===== config.mk =====
export PLATFORM = sky130hd
export DESIGN_NAME = adc_conversion_sequencer
export DESIGN_NICKNAME = d
export VERILOG_FILES = /design/src/core/adc_step_timer.v /design/src/core/adc_chan_pick.v /design/src/core/adc_conversion_sequencer.v
export VERILOG_INCLUDE_DIRS = /design/src /design/src/inc
export SDC_FILE = /design/constraint.sdc
export NUM_CORES = 1
export LEC_CHECK = 0
export BUFFER_PORTS_ARGS = -buffer_cell sky130_fd_sc_hd__buf_2
export CAP_MARGIN = 40
export CORE_ASPECT_RATIO = 1.1
export CORE_MARGIN = 3
export CORE_UTILIZATION = 50
export DETAILED_ROUTE_END_ITERATION = 10
export PLACE_DENSITY = 0.69
export RECOVER_POWER = 100
export SYNTH_ARGS = -nofsm -noshare
export SYNTH_HDL_FRONTEND = slang
export SYNTH_SLANG_ARGS = --single-unit

===== constraint.sdc =====
create_clock -name sys_clk_i -period 7.38 [get_ports sys_clk_i]
set_input_delay 0.369 -clock sys_clk_i [delete_from_list [all_inputs] [get_ports sys_clk_i]]
set_output_delay 0.369 -clock sys_clk_i [all_outputs]
set_load 0.01 [all_outputs]

===== src/inc/adc_seq_defs.vh =====
// Overview of operation
// - Writing 1 to one-shot trigger starts one cycle; trigger bit self-clears.
// - Clearing enable lets a running cycle finish, then blocks new cycles.
// - One-shot and periodic cycles start only while enable is 1.
// - Enable going 0 to 1 sends a reset pulse to the converter core.
// - Period field [31:16] spaces periodic cycles in 40 us steps; zero starts the next cycle at once.
// - Writing periodic enable waits initial-delay field [15:0] steps before first cycle.
// - Delay fields do not affect one-shot cycles; they start at once.
// - Per-channel done flag set on completion; software clears it writing 1.
// - Mode done flag set after all enabled channels of that mode finish.
// - One-shot mask bit includes or excludes its channel in one-shot cycles.
// - Periodic mask bit includes or excludes its channel in each periodic pass.
// - Each of eight channels has its own result register, updated on conversion.
// - Result reads 10-bit value in low bits, upper 22 bits zero, read-only.
// - Done-flag bits of unimplemented channels are reserved.
// - Enabled channels convert in ascending order from the lowest one.
// - One-shot runs first when both pend; late request runs right after.
// - Mode done flags clear on write 1 and when their mode starts anew.
// - Clearing periodic enable keeps a running cycle but stops further ones.
`ifndef ADC_SEQ_DEFS_VH
`define ADC_SEQ_DEFS_VH

`define ADC_OFS_CTRL 6'h00
`define ADC_OFS_DELAY 6'h04
`define ADC_OFS_DONE 6'h08
`define ADC_OFS_ONESEL 6'h0C
`define ADC_OFS_PERSEL 6'h10
`define ADC_RES_IDX0 4'h5
`define ADC_RES_IDXN 4'hC

`define ADC_CTL_EN 0
`define ADC_CTL_ONE 1
`define ADC_CTL_PER 2
`define ADC_CTL_PSD 3
`define ADC_CTL_SRST 4
`define ADC_CTL_PDONE 6
`define ADC_CTL_ODONE 7

`define ADC_NCH 8
`define ADC_RES_W 10
`define ADC_CH_IMPL 8'hFF

`define ADC_STEP_TIME_NS 40000
`define ADC_CLK_PERIOD_NS 5
`define ADC_STEP_CYCLES (`ADC_STEP_TIME_NS / `ADC_CLK_PERIOD_NS)

`endif


===== src/core/adc_step_timer.v =====
`timescale 1ns/100ps
`include "adc_seq_defs.vh"
module adc_step_timer #(
    parameter [15:0] STEP_CYCLES = `ADC_STEP_CYCLES
) (
    input wire sys_clk_i,
    input wire reset_n_i,
    input wire run_i,
    input wire load_i,
    input wire [15:0] steps_i,
    output wire expire_o
);
    reg armed_q;
    reg expire_q;
    reg [15:0] left_q;
    reg [15:0] pre_q;

    assign expire_o = expire_q;

    always @(posedge sys_clk_i or negedge reset_n_i) begin
        if (!reset_n_i) begin
            armed_q <= 1'b0;
            expire_q <= 1'b0;
            left_q <= 16'h0000;
            pre_q <= 16'h0000;
        end else if (!run_i) begin
            armed_q <= 1'b0;
            expire_q <= 1'b0;
        end else if (load_i) begin
            armed_q <= 1'b1;
            expire_q <= 1'b0;
            left_q <= steps_i;
            pre_q <= 16'h0000;
        end else if (armed_q) begin
            if (left_q == 16'h0000) begin
                expire_q <= 1'b1;
                armed_q <= 1'b0;
            end else if (pre_q == STEP_CYCLES - 16'h0001) begin
                pre_q <= 16'h0000;
                left_q <= left_q - 16'h0001;
                expire_q <= 1'b0;
            end else begin
                pre_q <= pre_q + 16'h0001;
                expire_q <= 1'b0;
            end
        end else begin
            expire_q <= 1'b0;
        end
    end
endmodule


===== src/core/adc_chan_pick.v =====
`timescale 1ns/100ps
`include "adc_seq_defs.vh"
module adc_chan_pick (
    input wire [7:0] mask_i,
    input wire [3:0] from_i,
    output reg found_o,
    output reg [2:0] idx_o
);
    wire [7:0] elig;
    integer i;

    // Channels at or above the start point
    genvar g;
    generate
        for (g = 0; g < `ADC_NCH; g = g + 1) begin : g_elig
            localparam [3:0] IDX = g;
            assign elig[g] = mask_i[g] & (IDX >= from_i);
        end
    endgenerate

    always @* begin
        found_o = 1'b0;
        idx_o = 3'h0;
        for (i = `ADC_NCH - 1; i >= 0; i = i - 1) begin
            if (elig[i]) begin
                found_o = 1'b1;
                idx_o = i[2:0];
            end
        end
    end
endmodule


===== src/core/adc_conversion_sequencer.v =====
`timescale 1ns/100ps
`include "adc_seq_defs.vh"
module adc_conversion_sequencer #(
    parameter [15:0] STEP_CYCLES = `ADC_STEP_CYCLES
) (
    input wire sys_clk_i,
    input wire reset_n_i,
    input wire [5:0] reg_addr_i,
    input wire reg_wr_i,
    input wire reg_rd_i,
    input wire [3:0] reg_be_i,
    input wire [31:0] reg_wdata_i,
    output wire [31:0] reg_rdata_o,
    output wire conv_req_o,
    output wire [2:0] conv_chan_o,
    input wire core_done_i,
    input wire [9:0] core_data_i,
    output wire core_reset_o,
    output wire core_power_o,
    output wire oneshot_done_o,
    output wire periodic_done_o
);
    localparam [2:0] S_IDLE = 3'b001;
    localparam [2:0] S_REQ = 3'b010;
    localparam [2:0] S_ACK = 3'b100;

    // Control and configuration state
    reg en_q;
    reg per_q;
    reg psd_q;
    reg srst_q;
    reg one_pend_q;
    reg rep_pend_q;
    reg odone_q;
    reg pdone_q;
    reg per_load_q;
    reg [31:0] delay_q;
    reg [7:0] one_sel_q;
    reg [7:0] per_sel_q;
    reg [7:0] done_q;
    reg [`ADC_RES_W-1:0] res_q [0:`ADC_NCH-1];

    // Sequencer state
    reg [2:0] state_q;
    reg mode_q;
    reg [7:0] mask_q;
    reg [2:0] chan_q;
    reg req_q;
    reg core_rst_q;
    reg power_q;
    reg [31:0] rdata_q;
    reg [31:0] rdata_d;

    // Done input synchroniser
    reg done_s1_q;
    reg done_s2_q;
    reg done_s3_q;
    reg done_lvl_q;

    wire [31:0] wd = reg_wdata_i;
    wire wr_ctrl;
    wire wr_delay;
    wire wr_done;
    wire wr_onesel;
    wire wr_persel;
    wire done_rise;
    wire st_idle;
    wire st_req;
    wire st_ack;
    wire can_start;
    wire start_one;
    wire start_per;
    wire got;
    wire ack_done;
    wire [7:0] pk_mask;
    wire [3:0] pk_from;
    wire pk_found;
    wire [2:0] pk_idx;
    wire last;
    wire fin_mode;
    wire one_fin;
    wire per_fin;
    wire tmr_load;
    wire [15:0] tmr_steps;
    wire tmr_expire;
    wire [7:0] ch_set;
    wire [3:0] res_idx;
    wire res_hit;
    wire [3:0] res_off;
    integer k;

    assign reg_rdata_o = rdata_q;
    assign conv_req_o = req_q;
    assign conv_chan_o = chan_q;
    assign core_reset_o = core_rst_q;
    assign core_power_o = power_q;
    assign oneshot_done_o = odone_q;
    assign periodic_done_o = pdone_q;

    // Register write decode, control bits in byte 0
    assign wr_ctrl = reg_wr_i & (reg_addr_i == `ADC_OFS_CTRL) & reg_be_i[0];
    assign wr_delay = reg_wr_i & (reg_addr_i == `ADC_OFS_DELAY);
    assign wr_done = reg_wr_i & (reg_addr_i == `ADC_OFS_DONE) & reg_be_i[0];
    assign wr_onesel = reg_wr_i & (reg_addr_i == `ADC_OFS_ONESEL) & reg_be_i[0];
    assign wr_persel = reg_wr_i & (reg_addr_i == `ADC_OFS_PERSEL) & reg_be_i[0];

    // Stable done edge after three stages
    assign done_rise = (done_s2_q == done_s3_q) & done_s3_q & ~done_lvl_q;

    assign st_idle = state_q[0];
    assign st_req = state_q[1];
    assign st_ack = state_q[2];

    assign can_start = st_idle & en_q & ~srst_q;
    assign start_one = can_start & one_pend_q;
    assign start_per = can_start & ~one_pend_q & rep_pend_q;
    assign got = st_req & done_rise;
    assign ack_done = st_ack & ~done_lvl_q & ~srst_q;

    assign pk_mask = st_idle ? (one_pend_q ? one_sel_q : per_sel_q) : mask_q;
    assign pk_from = st_idle ? 4'h0 : ({1'b0, chan_q} + 4'h1);

    adc_chan_pick u_pick (
        .mask_i(pk_mask),
        .from_i(pk_from),
        .found_o(pk_found),
        .idx_o(pk_idx)
    );

    // Cycle ends when no further channel remains
    assign last = ((start_one | start_per) | ack_done) & ~pk_found;
    assign fin_mode = st_idle ? start_per : mode_q;
    assign one_fin = last & ~fin_mode;
    assign per_fin = last & fin_mode;

    assign tmr_load = per_load_q | per_fin;
    assign tmr_steps = per_load_q ? delay_q[15:0] : delay_q[31:16];

    adc_step_timer #(
        .STEP_CYCLES(STEP_CYCLES)
    ) u_timer (
        .sys_clk_i(sys_clk_i),
        .reset_n_i(reset_n_i),
        .run_i(en_q & per_q),
        .load_i(tmr_load),
        .steps_i(tmr_steps),
        .expire_o(tmr_expire)
    );

    assign ch_set = got ? (8'h01 << chan_q) : 8'h00;

    // Result register index from address
    assign res_off = reg_addr_i[5:2];
    assign res_idx = res_off - `ADC_RES_IDX0;
    assign res_hit = (reg_addr_i[1:0] == 2'b00) & (res_off >= `ADC_RES_IDX0) & (res_off <= `ADC_RES_IDXN);

    // Three-stage synchroniser for core done
    always @(posedge sys_clk_i or negedge reset_n_i) begin
        if (!reset_n_i) begin
            done_s1_q <= 1'b0;
            done_s2_q <= 1'b0;
            done_s3_q <= 1'b0;
            done_lvl_q <= 1'b0;
        end else begin
            done_s1_q <= core_done_i;
            done_s2_q <= done_s1_q;
            done_s3_q <= done_s2_q;
            if (done_s2_q == done_s3_q) begin
                done_lvl_q <= done_s3_q;
            end
        end
    end

    // Software registers and request flags
    always @(posedge sys_clk_i or negedge reset_n_i) begin
        if (!reset_n_i) begin
            en_q <= 1'b0;
            per_q <= 1'b0;
            psd_q <= 1'b0;
            srst_q <= 1'b0;
            one_pend_q <= 1'b0;
            rep_pend_q <= 1'b0;
            per_load_q <= 1'b0;
            core_rst_q <= 1'b0;
            delay_q <= 32'h0000_0000;
            one_sel_q <= 8'h00;
            per_sel_q <= 8'h00;
        end else begin
            if (wr_ctrl) begin
                en_q <= wd[`ADC_CTL_EN];
                per_q <= wd[`ADC_CTL_PER];
                psd_q <= wd[`ADC_CTL_PSD];
                srst_q <= wd[`ADC_CTL_SRST];
            end
            core_rst_q <= wr_ctrl & wd[`ADC_CTL_EN] & ~en_q;
            per_load_q <= wr_ctrl & wd[`ADC_CTL_PER];
            if (wr_ctrl & wd[`ADC_CTL_ONE] & wd[`ADC_CTL_EN]) begin
                one_pend_q <= 1'b1;
            end else if (start_one) begin
                one_pend_q <= 1'b0;
            end
            // pending periodic request clears with periodic enable off
            if (tmr_expire) begin
                rep_pend_q <= 1'b1;
            end else if (start_per | ~per_q) begin
                rep_pend_q <= 1'b0;
            end
            for (k = 0; k < 4; k = k + 1) begin
                if (wr_delay & reg_be_i[k]) begin
                    delay_q[k*8 +: 8] <= wd[k*8 +: 8];
                end
            end
            if (wr_onesel) begin
                one_sel_q <= wd[7:0];
            end
            if (wr_persel) begin
                per_sel_q <= wd[7:0];
            end
        end
    end

    // Done flags: hardware set wins over clear
    always @(posedge sys_clk_i or negedge reset_n_i) begin
        if (!reset_n_i) begin
            done_q <= 8'h00;
            odone_q <= 1'b0;
            pdone_q <= 1'b0;
        end else begin
            done_q <= ((done_q & ~(wr_done ? wd[7:0] : 8'h00)) | ch_set) & `ADC_CH_IMPL;
            odone_q <= (odone_q & ~(wr_ctrl & wd[`ADC_CTL_ODONE]) & ~start_one) | one_fin;
            pdone_q <= (pdone_q & ~(wr_ctrl & wd[`ADC_CTL_PDONE]) & ~start_per) | per_fin;
        end
    end

    // Conversion sequencer
    always @(posedge sys_clk_i or negedge reset_n_i) begin
        if (!reset_n_i) begin
            state_q <= S_IDLE;
            mode_q <= 1'b0;
            mask_q <= 8'h00;
            chan_q <= 3'h0;
            req_q <= 1'b0;
        end else if (srst_q) begin
            state_q <= S_IDLE;
            req_q <= 1'b0;
        end else begin
            case (state_q)
                S_IDLE: begin
                    if ((start_one | start_per) & pk_found) begin
                        mode_q <= start_per;
                        mask_q <= pk_mask;
                        chan_q <= pk_idx;
                        req_q <= 1'b1;
                        state_q <= S_REQ;
                    end
                end
                S_REQ: begin
                    if (got) begin
                        req_q <= 1'b0;
                        state_q <= S_ACK;
                    end
                end
                S_ACK: begin
                    if (ack_done & pk_found) begin
                        chan_q <= pk_idx;
                        req_q <= 1'b1;
                        state_q <= S_REQ;
                    end else if (ack_done) begin
                        state_q <= S_IDLE;
                    end
                end
                default: begin
                    state_q <= S_IDLE;
                    req_q <= 1'b0;
                end
            endcase
        end
    end

    always @(posedge sys_clk_i or negedge reset_n_i) begin
        if (!reset_n_i) begin
            for (k = 0; k < `ADC_NCH; k = k + 1) begin
                res_q[k] <= 10'h000;
            end
        end else if (got) begin
            res_q[chan_q] <= core_data_i;
        end
    end

    // power held until running cycle ends
    always @(posedge sys_clk_i or negedge reset_n_i) begin
        if (!reset_n_i) begin
            power_q <= 1'b0;
        end else begin
            power_q <= (en_q & (psd_q | one_pend_q | rep_pend_q)) | ~st_idle;
        end
    end

    // Read data mux
    always @* begin
        rdata_d = 32'h0000_0000;
        case (reg_addr_i)
            `ADC_OFS_CTRL: begin
                rdata_d[`ADC_CTL_EN] = en_q;
                rdata_d[`ADC_CTL_ONE] = one_pend_q;
                rdata_d[`ADC_CTL_PER] = per_q;
                rdata_d[`ADC_CTL_PSD] = psd_q;
                rdata_d[`ADC_CTL_SRST] = srst_q;
                rdata_d[`ADC_CTL_PDONE] = pdone_q;
                rdata_d[`ADC_CTL_ODONE] = odone_q;
            end
            `ADC_OFS_DELAY: rdata_d = delay_q;
            `ADC_OFS_DONE: rdata_d[7:0] = done_q;
            `ADC_OFS_ONESEL: rdata_d[7:0] = one_sel_q;
            `ADC_OFS_PERSEL: rdata_d[7:0] = per_sel_q;
            default: begin
                if (res_hit) begin
                    rdata_d[`ADC_RES_W-1:0] = res_q[res_idx[2:0]];
                end
            end
        endcase
    end

    // Read data registered, whole word at once
    always @(posedge sys_clk_i or negedge reset_n_i) begin
        if (!reset_n_i) begin
            rdata_q <= 32'h0000_0000;
        end else if (reg_rd_i) begin
            rdata_q <= rdata_d;
        end
    end
endmodule


==> metrics.json <==
{
  "most_common_cell_type_on_the_critical_path": "clkbuf_1",
  "dp_hpwl_um": 19900,
  "placeableCoreArea_mm2": 0.0223,
  "grt_remaining_overflow": 0,
  "initial_antenna_violation_count": 1,
  "synth.area.top_cells": "dfrtp_1 51%, mux2_2 15%, mux4_2 4.0%, o21ai_0 3.7%, nand2_1 2.1%",
  "clock_skew_ns": 0.0196,
  "global_route.usage.total_pct": 23.7,
  "outcome": "finished, violations left",
  "timing.final.hold_violations": 0,
  "cts_inserted_buffers": 25,
  "postSynthNetCount": 1060,
  "synth_cell_type_count": 71,
  "total_leakage_power_nw": 5.71,
  "timing.final.crit_share_pct": 60.4,
  "layout_min_cycle_time_ns": 4.46,
  "clk_pin_slew_worst_paths_ns": 0.06,
  "grt_setup_unrepaired": "no",
  "ys_dominant_reg_cell": "dfrtp_1",
  "synth-warning-count": 0,
  "die_height_um": 164,
  "cpPeakStageDelay_ns": 1.57,
  "ios": 97,
  "clkLatencyLatePin_ns": 0.52,
  "synthArstFlopShare_pct": 100,
  "reg2reg_to": "u_timer.left_q[5]",
  "via_count_of_the_first_global_routing_pass": 8425,
  "timing.max_slew.rel_slack_pct": -69.4,
  "synth.avg_cell_area_um2": 11.5,
  "largest_delay_contributor_family_on_the_critical_path": "buffers and inverters",
  "path_max_fanout": 112,
  "worst_slew_pin_slew_ns": 2.54,
  "cell_at_the_slowest_stage_of_the_critical_path": "clkbuf_1",
  "min_from": "reg_wdata_i[15]",
  "violations": "max-capacitance violations, max-slew violations",
  "iteration_0_drc_markers": 569,
  "hold_path_class": "in2reg",
  "hold-path-endpoint": "delay_q[15]",
  "core.rowCount": 57,
  "vias": 8371,
  "vdd.ir_drop.worst_v": 0.000218,
  "crit-reg2reg-launch": "conv_chan_o[0]",
  "mostFrequentLayoutCells": "232 x dfrtp_1, 146 x mux2_2, 83 x o21ai_0",
  "cts_hold_repair.buffers": 2,
  "syn2layout_area_growth_pct": 14.3,
  "clock_sinks": 233,
  "post-cts-setup-buffer-count": 0,
  "initial_core_util_pct": 51.1,
  "setup-tns-final_ns": 0,
  "ctsResizeCount": 0,
  "ys_ff_latch": 233,
  "first_pass_iters": 10,
  "worst-endpoint-arrival_ns": 4.67,
  "post_drt_via_cell_ratio": 5.99,
  "die_area_mm2": 0.0246,
  "critPathLaunchType": "input port",
  "rrSetupSlack_ns": 3.21,
  "area_of_the_mapped_netlist_mm2": 0.0114,
  "layout_commonest_cell": "dfrtp_1",
  "synth_sequential_area_ratio_pct": 51.3,
  "setup_viol_count_final": 0,
  "ctsRootBufferMaster": "clkbuf_16",
  "path_buf_inv": 4,
  "die_w_um": 150,
  "critical_path_required_ns": 7.59,
  "cap_viol_max_count": 6,
  "drtAntennaViolNets": 0,
  "synth.largest_area_cell": "dfrtp_1",
  "worst-setup-path-type": "in2async",
  "hold-path-cell-count": 2,
  "power.density_mw_per_mm2": 234,
  "grt_start_max_net_pins": 113,
  "grt_pass1_wl_um": 46300,
  "timing.critical_path.to_type": "async pin",
  "share_of_cells_above_drive_strength_1_pct": 25.1,
  "htree_levels": 1,
  "count_of_cells_along_the_worst_register_to_register_path": 10,
  "timing.fmax_mhz": 224,
  "drt_drc": 0,
  "timing.final.max_slew_violations": 192,
  "yosysTopAreaCellShare_pct": 51.0,
  "fin_nets": 1154,
  "syn-instance-count": 989,
  "drt_wl_total_um": 28800,
  "crit_path_cell_trace": "dlygate4sd3_1 -> buf_8 -> clkbuf_1 -> clkbuf_1",
  "cts.path.max_buffers": 3,
  "total_power_mw": 3.05,
  "cts_tree": "yes",
  "synth-edff-count": 0,
  "wl_per_cell_um": 20.6,
  "globalplace.congestion": 0.886,
  "io_buffers": 96
}
## where the power goes
part	switching, mW	leakage (nW)	internal [mW]
logic	0.180	2.19	0.138
registers	0.0647	3.09	1.33
clock network	0.513	0.434	0.817
## Yosys cell counts (all sizes together) (13+ instances only)
cell and instances:
a22oi 13, buf 15, clkbuf 33, dfrtp 232, ha 14, inv 43, mux2 148, mux2i 13
mux4 20, nand2 64, nand3 42, nor2 48, nor3 26, o21ai 83
## layout make-up
class	instances	area [µm²]
antenna	2	5.00
clock inverter	11	158
fill	1915	9250
multi-input combinational	663	5160
sequential	233	5830
timing repair buffer	115	591
inverter	45	169
tap	295	369
clock buffer	33	716
## metrics by stage
step | hold slack, ns | utilization (%) | cell area [µm²] | setup slack [ns] | instances
2_1_floorplan | 0.0734 | - | 11400 | 4.13 | 989
3_3_place_gp | 0.335 | 54.5 | 12100 | 3.60 | 1339
3_5_place_dp | 0.343 | 55.2 | 12300 | 3.46 | 1349
4_1_cts | 0.0603 | 59.2 | 13200 | 3.46 | 1395
5_1_grt | 0.0723 | 58.4 | 13000 | 2.03 | 1395
6_report | 0.0780 | 58.4 | 13000 | 2.92 | 1397
## cells by family after synthesis
group | Yosys count | share of synthesized area [%]
AOI/OAI and AO/OA | 206 | 12.4
xor gates and xnor gates | 7 | 0.539
adders and majority gates | 14 | 1.54
buffers and inverters | 93 | 3.17
DFF | 233 | 51.3
muxes | 181 | 19.7
and+or+nand+nor | 255 | 11.4
## worst reg2reg max path: cells and delay by family, from the launching register on
kind	cells	cell delay (ns)
AO/OA/AOI/OAI	4	1.68
adder cells (fa/ha/maj)	1	0.51
buffers and inverters	2	0.70
flip-flops	1	0.59
AND/OR/NAND/NOR	3	0.65
## layer usage
| metal | GRT usage, % | wire length, µm |
|---|---|---|
| met3 | 3.06 | 1470 |
| met2 | 41.2 | 14800 |
| met5 | 0 | 7 |
| met1 | 31.2 | 11700 |
| met4 | 6.66 | 831 |
## how the worst max path moves through the flow
stage | from | to | depth (start not counted)
5_1_grt | reset_n_i | done_q[0] | 4
4_1_cts | conv_chan_o[1] | u_timer.left_q[8] | 10
2_1_floorplan | conv_chan_o[1] | u_timer.left_q[3] | 12
3_5_place_dp | conv_chan_o[1] | u_timer.left_q[5] | 10
3_3_place_gp | conv_chan_o[1] | u_timer.left_q[5] | 10
6_report | reset_n_i | done_q[0] | 4
## flip-flops by register name, summed over array words and instances (netlist names), 3 cells and up
| name | cells |
|---|---|
| conv_chan_o | 3 |
| delay_q | 32 |
| done_q | 8 |
| mask_q | 8 |
| one_sel_q | 8 |
| per_sel_q | 8 |
| reg_rdata_o | 32 |
| res_q | 80 |
| state_q | 3 |
| u_timer.left_q | 16 |
| u_timer.pre_q | 16 |
No activity file was read; power rests on OpenSTA's default activity.
